File: config.mk
export PLATFORM = sky130hd
export DESIGN_NAME = udc_top
export DESIGN_NICKNAME = d
export VERILOG_FILES = /design/src/hw/udc_pkg.sv /design/src/hw/udc_top.sv
export SDC_FILE = /design/constraint.sdc
export NUM_CORES = 1
export LEC_CHECK = 0
export BUFFER_PORTS_ARGS = -buffer_cell sky130_fd_sc_hd__buf_2
export CAP_MARGIN = 10
export CORE_MARGIN = 3
export CORE_UTILIZATION = 30
export CTS_CLUSTER_DIAMETER = 80
export DETAILED_ROUTE_END_ITERATION = 10
export GPL_TIMING_DRIVEN = 0
export HOLD_SLACK_MARGIN = 0.06
export PLACE_DENSITY = 0.49
export SLEW_MARGIN = 20
export SYNTH_ARGS = -nofsm -noshare
export SYNTH_HDL_FRONTEND = slang
export SYNTH_SLANG_ARGS = --single-unit
export TNS_END_PERCENT = 30
File: constraint.sdc
create_clock -name pclk -period 3.7 [get_ports pclk]
set_clock_uncertainty 0.2 [all_clocks]
set_input_delay 0.555 -clock pclk [delete_from_list [all_inputs] [get_ports pclk]]
set_output_delay 0.555 -clock pclk [all_outputs]
set_load 0.1 [all_outputs]
File: src/hw/udc_pkg.sv
package udc_pkg;
  // register indexes; byte address is four times the index
  localparam logic [9:0] IDX_RX_IRQ = 10'h107;
  localparam logic [9:0] IDX_RX_MASK = 10'h108;
  localparam logic [9:0] IDX_CUR_DESC = 10'h180;
  localparam logic [9:0] IDX_CFG = 10'h181;
  localparam logic [9:0] IDX_PAGE = 10'h182;
  localparam logic [9:0] IDX_ADDR = 10'h183;
  localparam logic [9:0] IDX_COUNT = 10'h184;
  localparam logic [9:0] IDX_NEXT_DESC = 10'h185;
  localparam logic [9:0] IDX_DESC_RDY = 10'h186;
  localparam logic [9:0] IDX_TX_IRQ = 10'h187;
  localparam logic [9:0] IDX_TX_MASK = 10'h188;
  // configuration field positions
  localparam int CFG_EN_BIT = 15;
  localparam int CFG_DIR_BIT = 14;
  localparam int CFG_AUTO_BIT = 12;
  localparam int CFG_FS_BIT = 6;
  localparam int CFG_DS_BIT = 5;
  localparam int CFG_OWN_BIT = 4;
  // start page fields
  localparam int PAGE_SPACE_BIT = 8;
  // interrupt flag positions
  localparam int IRQ_DONE_BIT = 15;
  localparam int IRQ_ERR_BIT = 14;
  localparam int IRQ_PEND_BIT = 0;
  localparam logic [15:0] TX_IRQ_MASK_BITS = 16'hc001;
  localparam logic [15:0] RX_IRQ_MASK_BITS = 16'h0001;
  // reset values
  localparam logic [15:0] RST_WORD = 16'h0000;
  localparam logic [8:0] RST_PAGE = 9'h000;
  localparam logic RST_DESC_RDY = 1'b0;
  // engine states, gray along idle-fetch-hold-done
  typedef enum logic [1:0] {
    UDC_IDLE = 2'b00,
    UDC_FETCH = 2'b01,
    UDC_HOLD = 2'b11,
    UDC_DONE = 2'b10
  } udc_state_e;
endpackage : udc_pkg

File: src/hw/udc_top.sv
// Contract
// RULE1: rx irq pending bit clears on one written
// RULE2: current descriptor pointer 16-bit, read-only, zero
// RULE3: config writable only in autobuffer mode; the code also accepts a config write that sets bit12
// RULE4: software loads descriptor pointer before enabling
// RULE5: config shows live buffer status during transfer
// RULE6: dma off: holding empty raises tx interrupt
// RULE7: start page 9 bits, bit8 space select
// RULE8: start page writable only in autobuffer mode
// RULE9: start address 16-bit, writable in autobuffer only
// RULE10: word count 16-bit, writable in autobuffer only
// RULE11: software writes chain pointer before enabling
// RULE12: descriptor ready bit, zero means ready
// RULE13: software marks descriptor ready to start
// RULE14: tx irq pending bit clears on one written
// RULE15: bit15 completion flag, write one clears
// RULE16: bit14 error flag, write one clears
// RULE17: config bit12 selects autobuffer versus descriptor
// RULE18: config bit15 enables the channel
// RULE19: reserved irq bits read zero, ignore writes
//
// The APB slave port was chosen for this implementation.
`timescale 1ns/1ps
module udc_top (
  input wire logic pclk,
  input wire logic presetn,
  input wire logic ce,
  // apb slave
  input wire logic psel,
  input wire logic penable,
  input wire logic pwrite,
  input wire logic [11:0] paddr,
  input wire logic [31:0] pwdata,
  output logic [31:0] prdata,
  output logic pready,
  output logic pslverr,
  // internal memory read port
  output logic mem_req,
  output logic [15:0] mem_addr,
  output logic [7:0] mem_page,
  output logic mem_space,
  input wire logic mem_ack,
  input wire logic mem_err,
  input wire logic [15:0] mem_rdata,
  // transmitter holding register path
  input wire logic holding_empty_flag,
  output logic tx_holding_wr,
  output logic [15:0] tx_holding_reg,
  // receive side event
  input wire logic rx_irq_event,
  output logic irq
);
  import udc_pkg::*;

  // every piece of state lives in one struct
  // one packed struct keeps every flop in one place: the
  // reset branch and the freeze by ce then cover all state
  // at once, though a new field must still be listed in the reset branch
  // next_s starts as a copy, so an unassigned field holds
  // field order carries no meaning; software never sees it
  typedef struct packed {
    udc_state_e st;
    logic apb_done;
    logic [31:0] rdata;
    logic slverr;
    logic [15:0] cur_desc;
    logic channel_enable;
    logic circular_buffer_select;
    logic err_status;
    logic buf_full;
    logic [8:0] page;
    logic [15:0] addr;
    logic [15:0] count;
    logic [15:0] base_addr;
    logic [15:0] base_count;
    logic [15:0] next_desc;
    logic desc_rdy;
    logic [15:0] tx_flags;
    logic [15:0] tx_mask;
    logic [15:0] rx_flags;
    logic [15:0] rx_mask;
    logic empty_d;
    logic mem_req;
    logic thr_wr;
    logic [15:0] thr_data;
    logic irq;
  } udc_state_s;

  udc_state_s s; // current state
  udc_state_s next_s; // next state

  logic [9:0] idx; // word index of the access
  logic wr_now; // write takes effect this edge
  logic [15:0] wd; // low half of write data
  logic [15:0] cfg_view; // config as software reads it
  logic [15:0] tx_set; // hardware set requests, tx flags
  logic [15:0] rx_set; // hardware set requests, rx flags
  logic [15:0] tx_clr; // software clear requests, tx flags
  logic [15:0] rx_clr; // software clear requests, rx flags
  logic auto_wr_ok; // autobuffer gate on data registers

  assign idx = paddr[11:2];
  assign wd = pwdata[15:0];
  // write lands at the edge where pready is seen high
  assign wr_now = psel && penable && pwrite && s.apb_done;

  // live config view, status bits follow the engine
  always_comb begin
    cfg_view = RST_WORD;
    cfg_view[CFG_EN_BIT] = s.channel_enable; // [RULE18]
    cfg_view[CFG_DIR_BIT] = 1'b0; // transmit channel reads memory
    cfg_view[CFG_AUTO_BIT] = s.circular_buffer_select; // [RULE17]
    cfg_view[CFG_FS_BIT] = s.buf_full; // [RULE5]
    cfg_view[CFG_DS_BIT] = s.err_status; // [RULE5]
    cfg_view[CFG_OWN_BIT] = (s.st != UDC_IDLE); // [RULE5]
  end

  // reads have no side effects: flags clear only by
  // writing ones, so polling a status word is safe
  // read mux; unmapped words read zero with an error
  function automatic logic [32:0] read_word(input logic [9:0] i, input udc_state_s c, input logic [15:0] cv);
    logic [32:0] r;
    r = {1'b0, 32'h0000_0000};
    case (i)
      IDX_RX_IRQ: r[15:0] = c.rx_flags;
      IDX_RX_MASK: r[15:0] = c.rx_mask;
      IDX_CUR_DESC: r[15:0] = c.cur_desc; // [RULE2]
      IDX_CFG: r[15:0] = cv;
      IDX_PAGE: r[8:0] = c.page; // [RULE7]
      IDX_ADDR: r[15:0] = c.addr;
      IDX_COUNT: r[15:0] = c.count;
      IDX_NEXT_DESC: r[15:0] = c.next_desc;
      IDX_DESC_RDY: r[0] = c.desc_rdy; // [RULE12]
      IDX_TX_IRQ: r[15:0] = c.tx_flags;
      IDX_TX_MASK: r[15:0] = c.tx_mask;
      default: r[32] = 1'b1;
    endcase
    return r;
  endfunction : read_word

  // next-state logic: bus slave, registers, engine, interrupts
  always_comb begin
    logic [32:0] rd;
    rd = read_word(idx, s, cfg_view);
    next_s = s;
    tx_set = RST_WORD;
    rx_set = RST_WORD;
    tx_clr = RST_WORD;
    rx_clr = RST_WORD;
    auto_wr_ok = s.circular_buffer_select;
    next_s.thr_wr = 1'b0;
    next_s.empty_d = holding_empty_flag;

    // the wait state costs a cycle per access but lets read
    // data come from a flop, so prdata never glitches with paddr
    // a master that keeps penable up after pready would start
    // a second access; the bus protocol forbids that
    // pslverr rides with pready and is cleared with it
    // apb: one wait cycle, then pready with registered data
    if (psel && penable && !s.apb_done) begin
      next_s.apb_done = 1'b1;
      next_s.rdata = pwrite ? 32'h0000_0000 : rd[31:0];
      next_s.slverr = rd[32];
    end else if (s.apb_done) begin
      next_s.apb_done = 1'b0;
      next_s.slverr = 1'b0;
    end

    // writes land only at the edge where pready is sampled high,
    // so a master that aborts before that edge changes nothing
    // clear requests are gathered here and merged with hardware
    // sets further down, so the two never fight over a flag
    // data registers ignore software writes outside autobuffer mode
    // software writes
    if (wr_now) begin
      case (idx)
        IDX_RX_IRQ: rx_clr = wd & RX_IRQ_MASK_BITS; // [RULE1] [RULE19]
        IDX_RX_MASK: next_s.rx_mask = wd & RX_IRQ_MASK_BITS; // [RULE19]
        IDX_CFG: begin
          // enabling autobuffer in the same write opens the gate
          if (s.circular_buffer_select || wd[CFG_AUTO_BIT]) begin // [RULE3]
            next_s.channel_enable = wd[CFG_EN_BIT]; // [RULE18]
            next_s.circular_buffer_select = wd[CFG_AUTO_BIT]; // [RULE17]
            if (wd[CFG_EN_BIT] && !s.channel_enable) begin
              next_s.err_status = 1'b0; // fresh run clears old error
            end
          end
        end
        IDX_PAGE: begin
          if (auto_wr_ok) begin
            next_s.page = wd[8:0]; // [RULE8] [RULE7]
          end
        end
        IDX_ADDR: begin
          if (auto_wr_ok) begin
            next_s.addr = wd; // [RULE9]
            next_s.base_addr = wd;
          end
        end
        IDX_COUNT: begin
          if (auto_wr_ok) begin
            next_s.count = wd; // [RULE10]
            next_s.base_count = wd;
          end
        end
        IDX_NEXT_DESC: next_s.next_desc = wd;
        IDX_DESC_RDY: next_s.desc_rdy = wd[0]; // [RULE12]
        IDX_TX_IRQ: tx_clr = wd & TX_IRQ_MASK_BITS; // [RULE14] [RULE15] [RULE16] [RULE19]
        IDX_TX_MASK: next_s.tx_mask = wd & TX_IRQ_MASK_BITS; // [RULE19]
        default: ;
      endcase
    end

    // holding register emptied while dma is off
    if (!s.channel_enable && holding_empty_flag && !s.empty_d) begin
      tx_set[IRQ_PEND_BIT] = 1'b1; // [RULE6]
    end
    if (rx_irq_event) begin
      rx_set[IRQ_PEND_BIT] = 1'b1; // [RULE1]
    end

    // one word in flight at a time: fetch from memory, park
    // it until the holding register is empty, then hand it over
    // a fetch error stops the channel and leaves the address on
    // the failing word so software can inspect it
    // clearing enable mid-transfer lets the current word finish
    // instead of dropping it halfway
    // transfer engine
    case (s.st)
      UDC_IDLE: begin
        // descriptor mode waits for software to mark it ready
        if (s.channel_enable && (s.circular_buffer_select || !s.desc_rdy) // [RULE12] [RULE13]
            && (s.count != RST_WORD)) begin
          next_s.st = UDC_FETCH;
          next_s.mem_req = 1'b1;
        end
      end
      UDC_FETCH: begin
        if (mem_ack) begin
          next_s.mem_req = 1'b0;
          if (mem_err) begin
            tx_set[IRQ_ERR_BIT] = 1'b1; // [RULE16]
            next_s.err_status = 1'b1; // [RULE5]
            next_s.channel_enable = 1'b0;
            next_s.st = UDC_IDLE;
          end else begin
            next_s.thr_data = mem_rdata;
            next_s.buf_full = 1'b1; // [RULE5]
            next_s.addr = s.addr + 16'h0001;
            next_s.count = s.count - 16'h0001;
            next_s.st = UDC_HOLD;
          end
        end
      end
      UDC_HOLD: begin
        // wait out the write pulse so a stale empty is not reused
        if (holding_empty_flag && !s.thr_wr) begin
          next_s.thr_wr = 1'b1;
          next_s.buf_full = 1'b0; // [RULE5]
          if (s.count == RST_WORD) begin
            next_s.st = UDC_DONE;
          end else if (s.channel_enable) begin
            next_s.st = UDC_FETCH;
            next_s.mem_req = 1'b1;
          end else begin
            next_s.st = UDC_IDLE;
          end
        end
      end
      UDC_DONE: begin
        tx_set[IRQ_DONE_BIT] = 1'b1; // [RULE15]
        next_s.st = UDC_IDLE;
        if (s.circular_buffer_select) begin
          // circular buffer restarts from the saved base
          next_s.addr = s.base_addr; // [RULE17]
          next_s.count = s.base_count;
        end else begin
          // chain on; descriptor consumed until software re-arms
          next_s.cur_desc = s.next_desc; // [RULE2] [RULE4] [RULE11]
          next_s.desc_rdy = 1'b1; // [RULE12]
        end
      end
      default: next_s.st = UDC_IDLE;
    endcase

    // irq is computed from the next flags so that it rises in
    // the same cycle as the flag that causes it
    // losing a set to a clear would hide an event for good
    // sticky flags, a set in the clear cycle wins
    next_s.tx_flags = ((s.tx_flags & ~tx_clr) | tx_set) & TX_IRQ_MASK_BITS; // [RULE14] [RULE19]
    next_s.rx_flags = ((s.rx_flags & ~rx_clr) | rx_set) & RX_IRQ_MASK_BITS; // [RULE1] [RULE19]
    next_s.irq = |(next_s.tx_flags & next_s.tx_mask) || |(next_s.rx_flags & next_s.rx_mask);
  end

  // reset only loads constants; everything else goes through
  // next_s so that ce gates every flop alike
  // a frozen ce also stalls the bus answer; the master waits
  // single state register, frozen while ce is low
  always_ff @(posedge pclk or negedge presetn) begin
    if (!presetn) begin
      s.st <= UDC_IDLE;
      s.apb_done <= 1'b0;
      s.rdata <= 32'h0000_0000;
      s.slverr <= 1'b0;
      s.cur_desc <= RST_WORD; // [RULE2]
      s.channel_enable <= 1'b0; // [RULE3]
      s.circular_buffer_select <= 1'b0;
      s.err_status <= 1'b0;
      s.buf_full <= 1'b0;
      s.page <= RST_PAGE; // [RULE7]
      s.addr <= RST_WORD; // [RULE9]
      s.count <= RST_WORD; // [RULE10]
      s.base_addr <= RST_WORD;
      s.base_count <= RST_WORD;
      s.next_desc <= RST_WORD;
      s.desc_rdy <= RST_DESC_RDY; // [RULE12]
      s.tx_flags <= RST_WORD; // [RULE14]
      s.tx_mask <= RST_WORD;
      s.rx_flags <= RST_WORD;
      s.rx_mask <= RST_WORD;
      s.empty_d <= 1'b1; // pin idles empty; a zero here fakes an edge
      s.mem_req <= 1'b0;
      s.thr_wr <= 1'b0;
      s.thr_data <= RST_WORD;
      s.irq <= 1'b0;
    end else if (ce) begin
      s <= next_s;
    end
  end

  // plain wires from flops keep every output free of
  // combinational paths back to the inputs
  // outputs straight from the state flops
  assign prdata = s.rdata;
  assign pready = s.apb_done;
  assign pslverr = s.slverr;
  assign mem_req = s.mem_req;
  assign mem_addr = s.addr;
  assign mem_page = s.page[7:0];
  assign mem_space = s.page[PAGE_SPACE_BIT];
  assign tx_holding_wr = s.thr_wr;
  assign tx_holding_reg = s.thr_data;
  assign irq = s.irq;
endmodule : udc_top

After elaboration in Yosys (flattened, before gate mapping)
Cells that the tools add are included.
{"block": "totals", "register_bits": 202, "inputBits": 70, "out_inout_bits": 78, "wordCells": 163}
{"block": "classes", "n_addsub": 2, "eq_ne": 20, "n_mux": 66, "bitwise": 10, "reduce_logical": 40}
{"operator": "16-bit two-way mux", "n": 16}
{"operator": "10-bit by 9-bit equality test with 1-bit output (second input constant)", "n": 11}
{"operator": "32-bit two-way mux", "n": 3}
{"operator": "81-bit two-way mux", "n": 1}
{"operator": "32-bit case mux with 2 select lines", "n": 1}
{"operator": "8-bit case mux with 8 select lines", "n": 1}
{"operator": "7-bit case mux with 8 select lines", "n": 1}
{"operator": "16-bit bitwise AND", "n": 2}
{"operator": "16-bit OR reduction", "n": 2}
{"operator": "1-bit two-way mux", "n": 29}
{"operator": "4-bit AND reduction", "n": 6}
{"operator": "16-bit by 1-bit adder with 16-bit output (second input constant)", "n": 1}
{"operator": "1-bit by 16-bit bitwise AND with 16-bit output", "n": 1}
{"operator": "16-bit zero test", "n": 1}
{"operator": "16-bit inverter", "n": 1}
{"operator": "16-bit bitwise OR", "n": 1}
{"operator": "16-bit nonzero test", "n": 1}
{"operator": "16-bit by 1-bit subtractor with 16-bit output (second input constant)", "n": 1}
{"operator": "2-bit two-way mux", "n": 7}
{"operator": "2-bit inequality test (second input constant)", "n": 6}
{"operator": "11-bit OR reduction", "n": 1}
{"operator": "1-bit logical AND", "n": 10}
{"operator": "1-bit case mux with 10 select lines", "n": 1}
{"operator": "3-bit two-way mux", "n": 3}
{"operator": "other kinds (17)", "n": 30}

Longest topological paths before layout
{"block": "logic_depth", "ltp_word": 10, "ltp_mapped": 10, "ltp_nobuf": 7}

Worst setup path after synthesis
No wires, ideal clock.
{"block": "synth_timing", "path_type": "reg-to-reg", "start": "register s, in the netlist pready", "end": "register s, in the netlist mem_addr[11]", "setup_time_ns": 0.104, "arrival_time_ns": 2.501, "required_time_ns": 3.396, "path_slack_ns": 0.895, "path_stages_with_launch": 7, "path_buffers": 1, "synth_period_minus_slack_ns": 2.805, "cell_sequence": "dfrtp_1 nand4_1 nor2_1 clkbuf_1 nand3_1 a21o_1 a221oi_1"}
{"block": "synth_between", "elab_chain_len": 5, "word_cells_on_any_way": 6, "classes_between": "mux (5); reduce/logical (1)"}
{"item": "from (decl)", "line_no": "udc_top.sv:89", "text": "udc_state_s s;"}
{"item": "1-bit logical AND (*)", "line_no": "udc_top.sv:105", "text": "assign wr_now = psel && penable && pwrite && s.apb_done;"}
{"item": "81-bit two-way mux (*)", "line_no": "udc_top.sv:175", "text": "if (wr_now) begin"}
{"item": "32-bit two-way mux", "line_no": "udc_top.sv:241", "text": "if (mem_err) begin"}
{"item": "32-bit two-way mux", "line_no": "udc_top.sv:239", "text": "if (mem_ack) begin"}
{"item": "32-bit case mux with 2 select lines (*)", "line_no": "udc_top.sv:229", "text": "case (s.st)"}
Every way passes the cells marked *; elsewhere a longest branch is shown, timed or not.
A chain may end at the register's enable or synchronous reset.

Worst setup path after layout
{"block": "layout_timing", "start": "input paddr[7]", "end": "register s, in the netlist mem_addr[13]"}
{"block": "layout_between", "elab_chain_len": 6, "word_cells_on_any_way": 7, "classes_between": "eq/ne (1); mux (6)"}
{"item": "from (decl)", "line_no": "udc_top.sv:32", "text": "input wire logic [11:0] paddr,"}
{"item": "10-bit by 9-bit equality test with 1-bit output (*)", "line_no": "udc_top.sv:176", "text": "case (idx)"}
{"item": "16-bit two-way mux (*)", "line_no": "udc_top.sv:176"}
{"item": "81-bit two-way mux (*)", "line_no": "udc_top.sv:175"}
{"item": "32-bit two-way mux", "line_no": "udc_top.sv:241"}
{"item": "32-bit two-way mux", "line_no": "udc_top.sv:239"}
{"item": "32-bit case mux with 2 select lines (*)", "line_no": "udc_top.sv:229"}
Marked as above.

==> results.cfg <==
[setup_path]
reg2reg_depth = 7
critical_path.max_fanout = 10
crit_path_end_kind = register
reg2reg_to = tx_holding_reg[11]
crit_required_ns = 3.81
r2r_slack_ns = 0.47
max_stage_delay_ns = 0.79
slowest_stage = nor4b_2
crit_chain = buf_2 -> nor4b_2 -> nand3_1 -> nor2_1 -> buf_2 -> o22ai_1 -> a221oi_1
crit_type = in -> reg
startpoint_type = input port
worst_path_most_repeated_cell = buf_2
critical_path_arrival_ns = 3.60
r2r-start = s[229]

[global_route]
grt_pass1_vias = 8450
grt_max_degree = 68
grt_pass1_wl_um = 54100
antenna_found_initial = 0
gr-total-overflow = 0
grt_usage = 0.213

[cts]
cts_inserted_buffers = 17
htreeDepth = 4
clockBufferDepth = 2
postCtsSetupRepairBufs = 0
cts_tree = built
clk_latency_ns = 0.44
clock_sinks = 158
path_clk_slew_ns = 0.07
cts_hold_buf = 1
cts_resized = 0
clk_root_buffer_cell = clkbuf_16

[drt]
drt-pass1-iter-count = 6
vias = 8682
drt_iter0_drc = 721
antenna_left = 0
routedWlPerCell_um = 23.2
viasPerCell = 5.56
routed_wl_um = 36300
drc_errors = 0

[power]
p_sw_frac = 0.476
p_clk_frac = 0.244
p_per_area_nw_per_um2 = 641
max-vdd-ir-drop_mv = 0.373
switchingPower_w = 0.00342
p_int_w = 0.00377
p_leak_nw = 5.14
seqPwrFrac = 0.307
comb_power_share = 0.449

[sta]
max_freq_ghz = 0.287
whs_ns = 0.144
relSlewSlack = 0.246
finalCritPeriodShare = 0.943
period_needed_ns = 3.49
grt_setup_unrepaired = no
worst_slew_pin_slew_ns = 1.13
hold_viol_final = 0
finalSetupViolCount = 0
final_max_slew_viol_count = 0

[final_layout]
final_cells = 1561
nNetsFinal = 1229
area_growth_pct = 18.6
stdcell_area_um2 = 11200
fin_util = 0.364
largest-register = s
n_antenna_cell = 0
final_layout_size_suffix_gt1_frac = 0.278
largest_reg_flops = 92

[yosys]
synth-edff-count = 0
ys_seq_elements = 158
syn_avg_cell_area_um2 = 9.42
ys_seq_area_frac = 0.418
syn_area_um2 = 9460
synth_area_leaders = dfrtp_1 (42%), mux2_2 (8.0%), buf_4 (5.8%), nand2_1 (5.8%), o21ai_0 (4.7%)
yosys.cell_types.count = 79
async_reset_ff_frac = 1.00
yosys_warnings = 0
yosysTopAreaCellShare = 0.415
yosys.area.top_type = dfrtp_1
netlist_instances = 1005
yosys_most_used_dff = dfrtp_1

[place]
post-place-cells = 1528
gp_congestion = 0.910
place_area_um2 = 10600
dp_hpwl_um = 26800
numPortBuffers = 110

[worst_hold_path]
hold_class = in -> reg
holdPathEnd = tx_holding_reg[0]
min_from = mem_rdata[0]
hold_path_depth = 2

[die]
fp.dieH_um = 184
fp.dieArea_um2 = 33700
fp.coreArea_um2 = 30800
ios = 148
start_util = 0.307
dieWidth_um = 184
rows = 64

[status]
status = finished, final reports clean

[run]
drv_cap = 0
-- layer usage --
layer,vias to the layer above,part of all wire,routed length [um],track usage
li1,3905,-,-,-
met1,4336,0.45,16100,0.297
met2,382,0.46,16600,0.341
met3,59,0.072,2600,0.0346
met4,0,0.027,962,0.0670
met5,-,0,0,0
-- cells in the final DEF (no fill, tap or decap), drive strengths merged, types with 16 or more instances in the layout --
| master | instances |
|---|---|
| mux2 | 68 |
| nand2 | 145 |
| clkbuf | 68 |
| nor2 | 35 |
| buf | 197 |
| conb | 16 |
| a21oi | 28 |
| dfrtp | 157 |
| inv | 32 |
| a22o | 22 |
| o21ai | 90 |
| nor3 | 18 |
| nand3 | 23 |
-- cell families after synthesis --
| family | Yosys count | share of synthesized area |
|---|---|---|
| multiplexers | 84 | 0.0992 |
| adder cells (fa/ha/maj) | 7 | 0.00925 |
| other | 1 | 0.000396 |
| XOR/XNOR | 15 | 0.0139 |
| buffers and inverters | 160 | 0.0945 |
| AND/OR/NAND/NOR | 303 | 0.160 |
| flip-flops | 158 | 0.418 |
| AO/OA/AOI/OAI | 277 | 0.205 |
-- layout make-up --
class	count	area, um^2
Clock inverter	15	148
Fill cell	3226	19600
Tap cell	396	495
Sequential cell	158	3960
Inverter	24	90.1
Multi-Input combinational cell	702	4680
Timing Repair Buffer	113	626
Buffer	136	805
Clock buffer	17	425
-- cell usage after synthesis, types with 9 or more instances --
cell type / instances
a21o_1: 9
a21oi_1: 28
a221oi_1: 11
a22o_1: 22
a22oi_1: 10
a32oi_1: 11
and3_1: 11
buf_2: 10
buf_4: 73
clkbuf_1: 51
dfrtp_1: 157
inv_1: 24
mux2_2: 67
mux2i_1: 15
nand2_1: 145
nand3_1: 22
nand4_1: 11
nor2_1: 34
nor2b_1: 12
nor3_1: 15
o211ai_1: 10
o21ai_0: 89
o22ai_1: 10
-- stage by stage --
| stage | power [W] | setup slack [ns] | TNS (ns) |
|---|---|---|---|
| final | 0.00720 | 0.212 | 0 |
| after global routing | 0.00750 | 0.0690 | 0 |
| after detailed placement | 0.00543 | -0.0782 | -0.0782 |
| after CTS | 0.00719 | 0.117 | 0 |
| after global placement | 0.00540 | -0.839 | -129.96 |
| after floorplan | 0.00461 | 0.895 | 0 |
-- worst max-delay path, delay by kind of cell --
kind,cells,cell delay (ns)
buf+inv,2,0.52
simple gates,3,2.09
compound gates,2,0.43
-- how the worst max path moves through the flow --
stage	start	endpoint	depth (start not counted)
2_1_floorplan	pready	mem_addr[11]	6
3_3_place_gp	presetn	mem_addr[5]	1
5_1_grt	paddr[7]	mem_addr[13]	7
4_1_cts	s[228]	s[143]	7
3_5_place_dp	paddr[7]	mem_addr[13]	7
6_report	paddr[7]	mem_addr[13]	7
-- power by group through the flow --
stage                     combinational, W  sequential [W]  clock [W]
after detailed placement           0.00319         0.00224          0
after CTS                          0.00320         0.00220    0.00179
after floorplan                    0.00238         0.00223          0
final                              0.00323         0.00221    0.00176
after global routing               0.00341         0.00223    0.00186
after global placement             0.00317         0.00223          0
(Power assumes the default switching activity.)
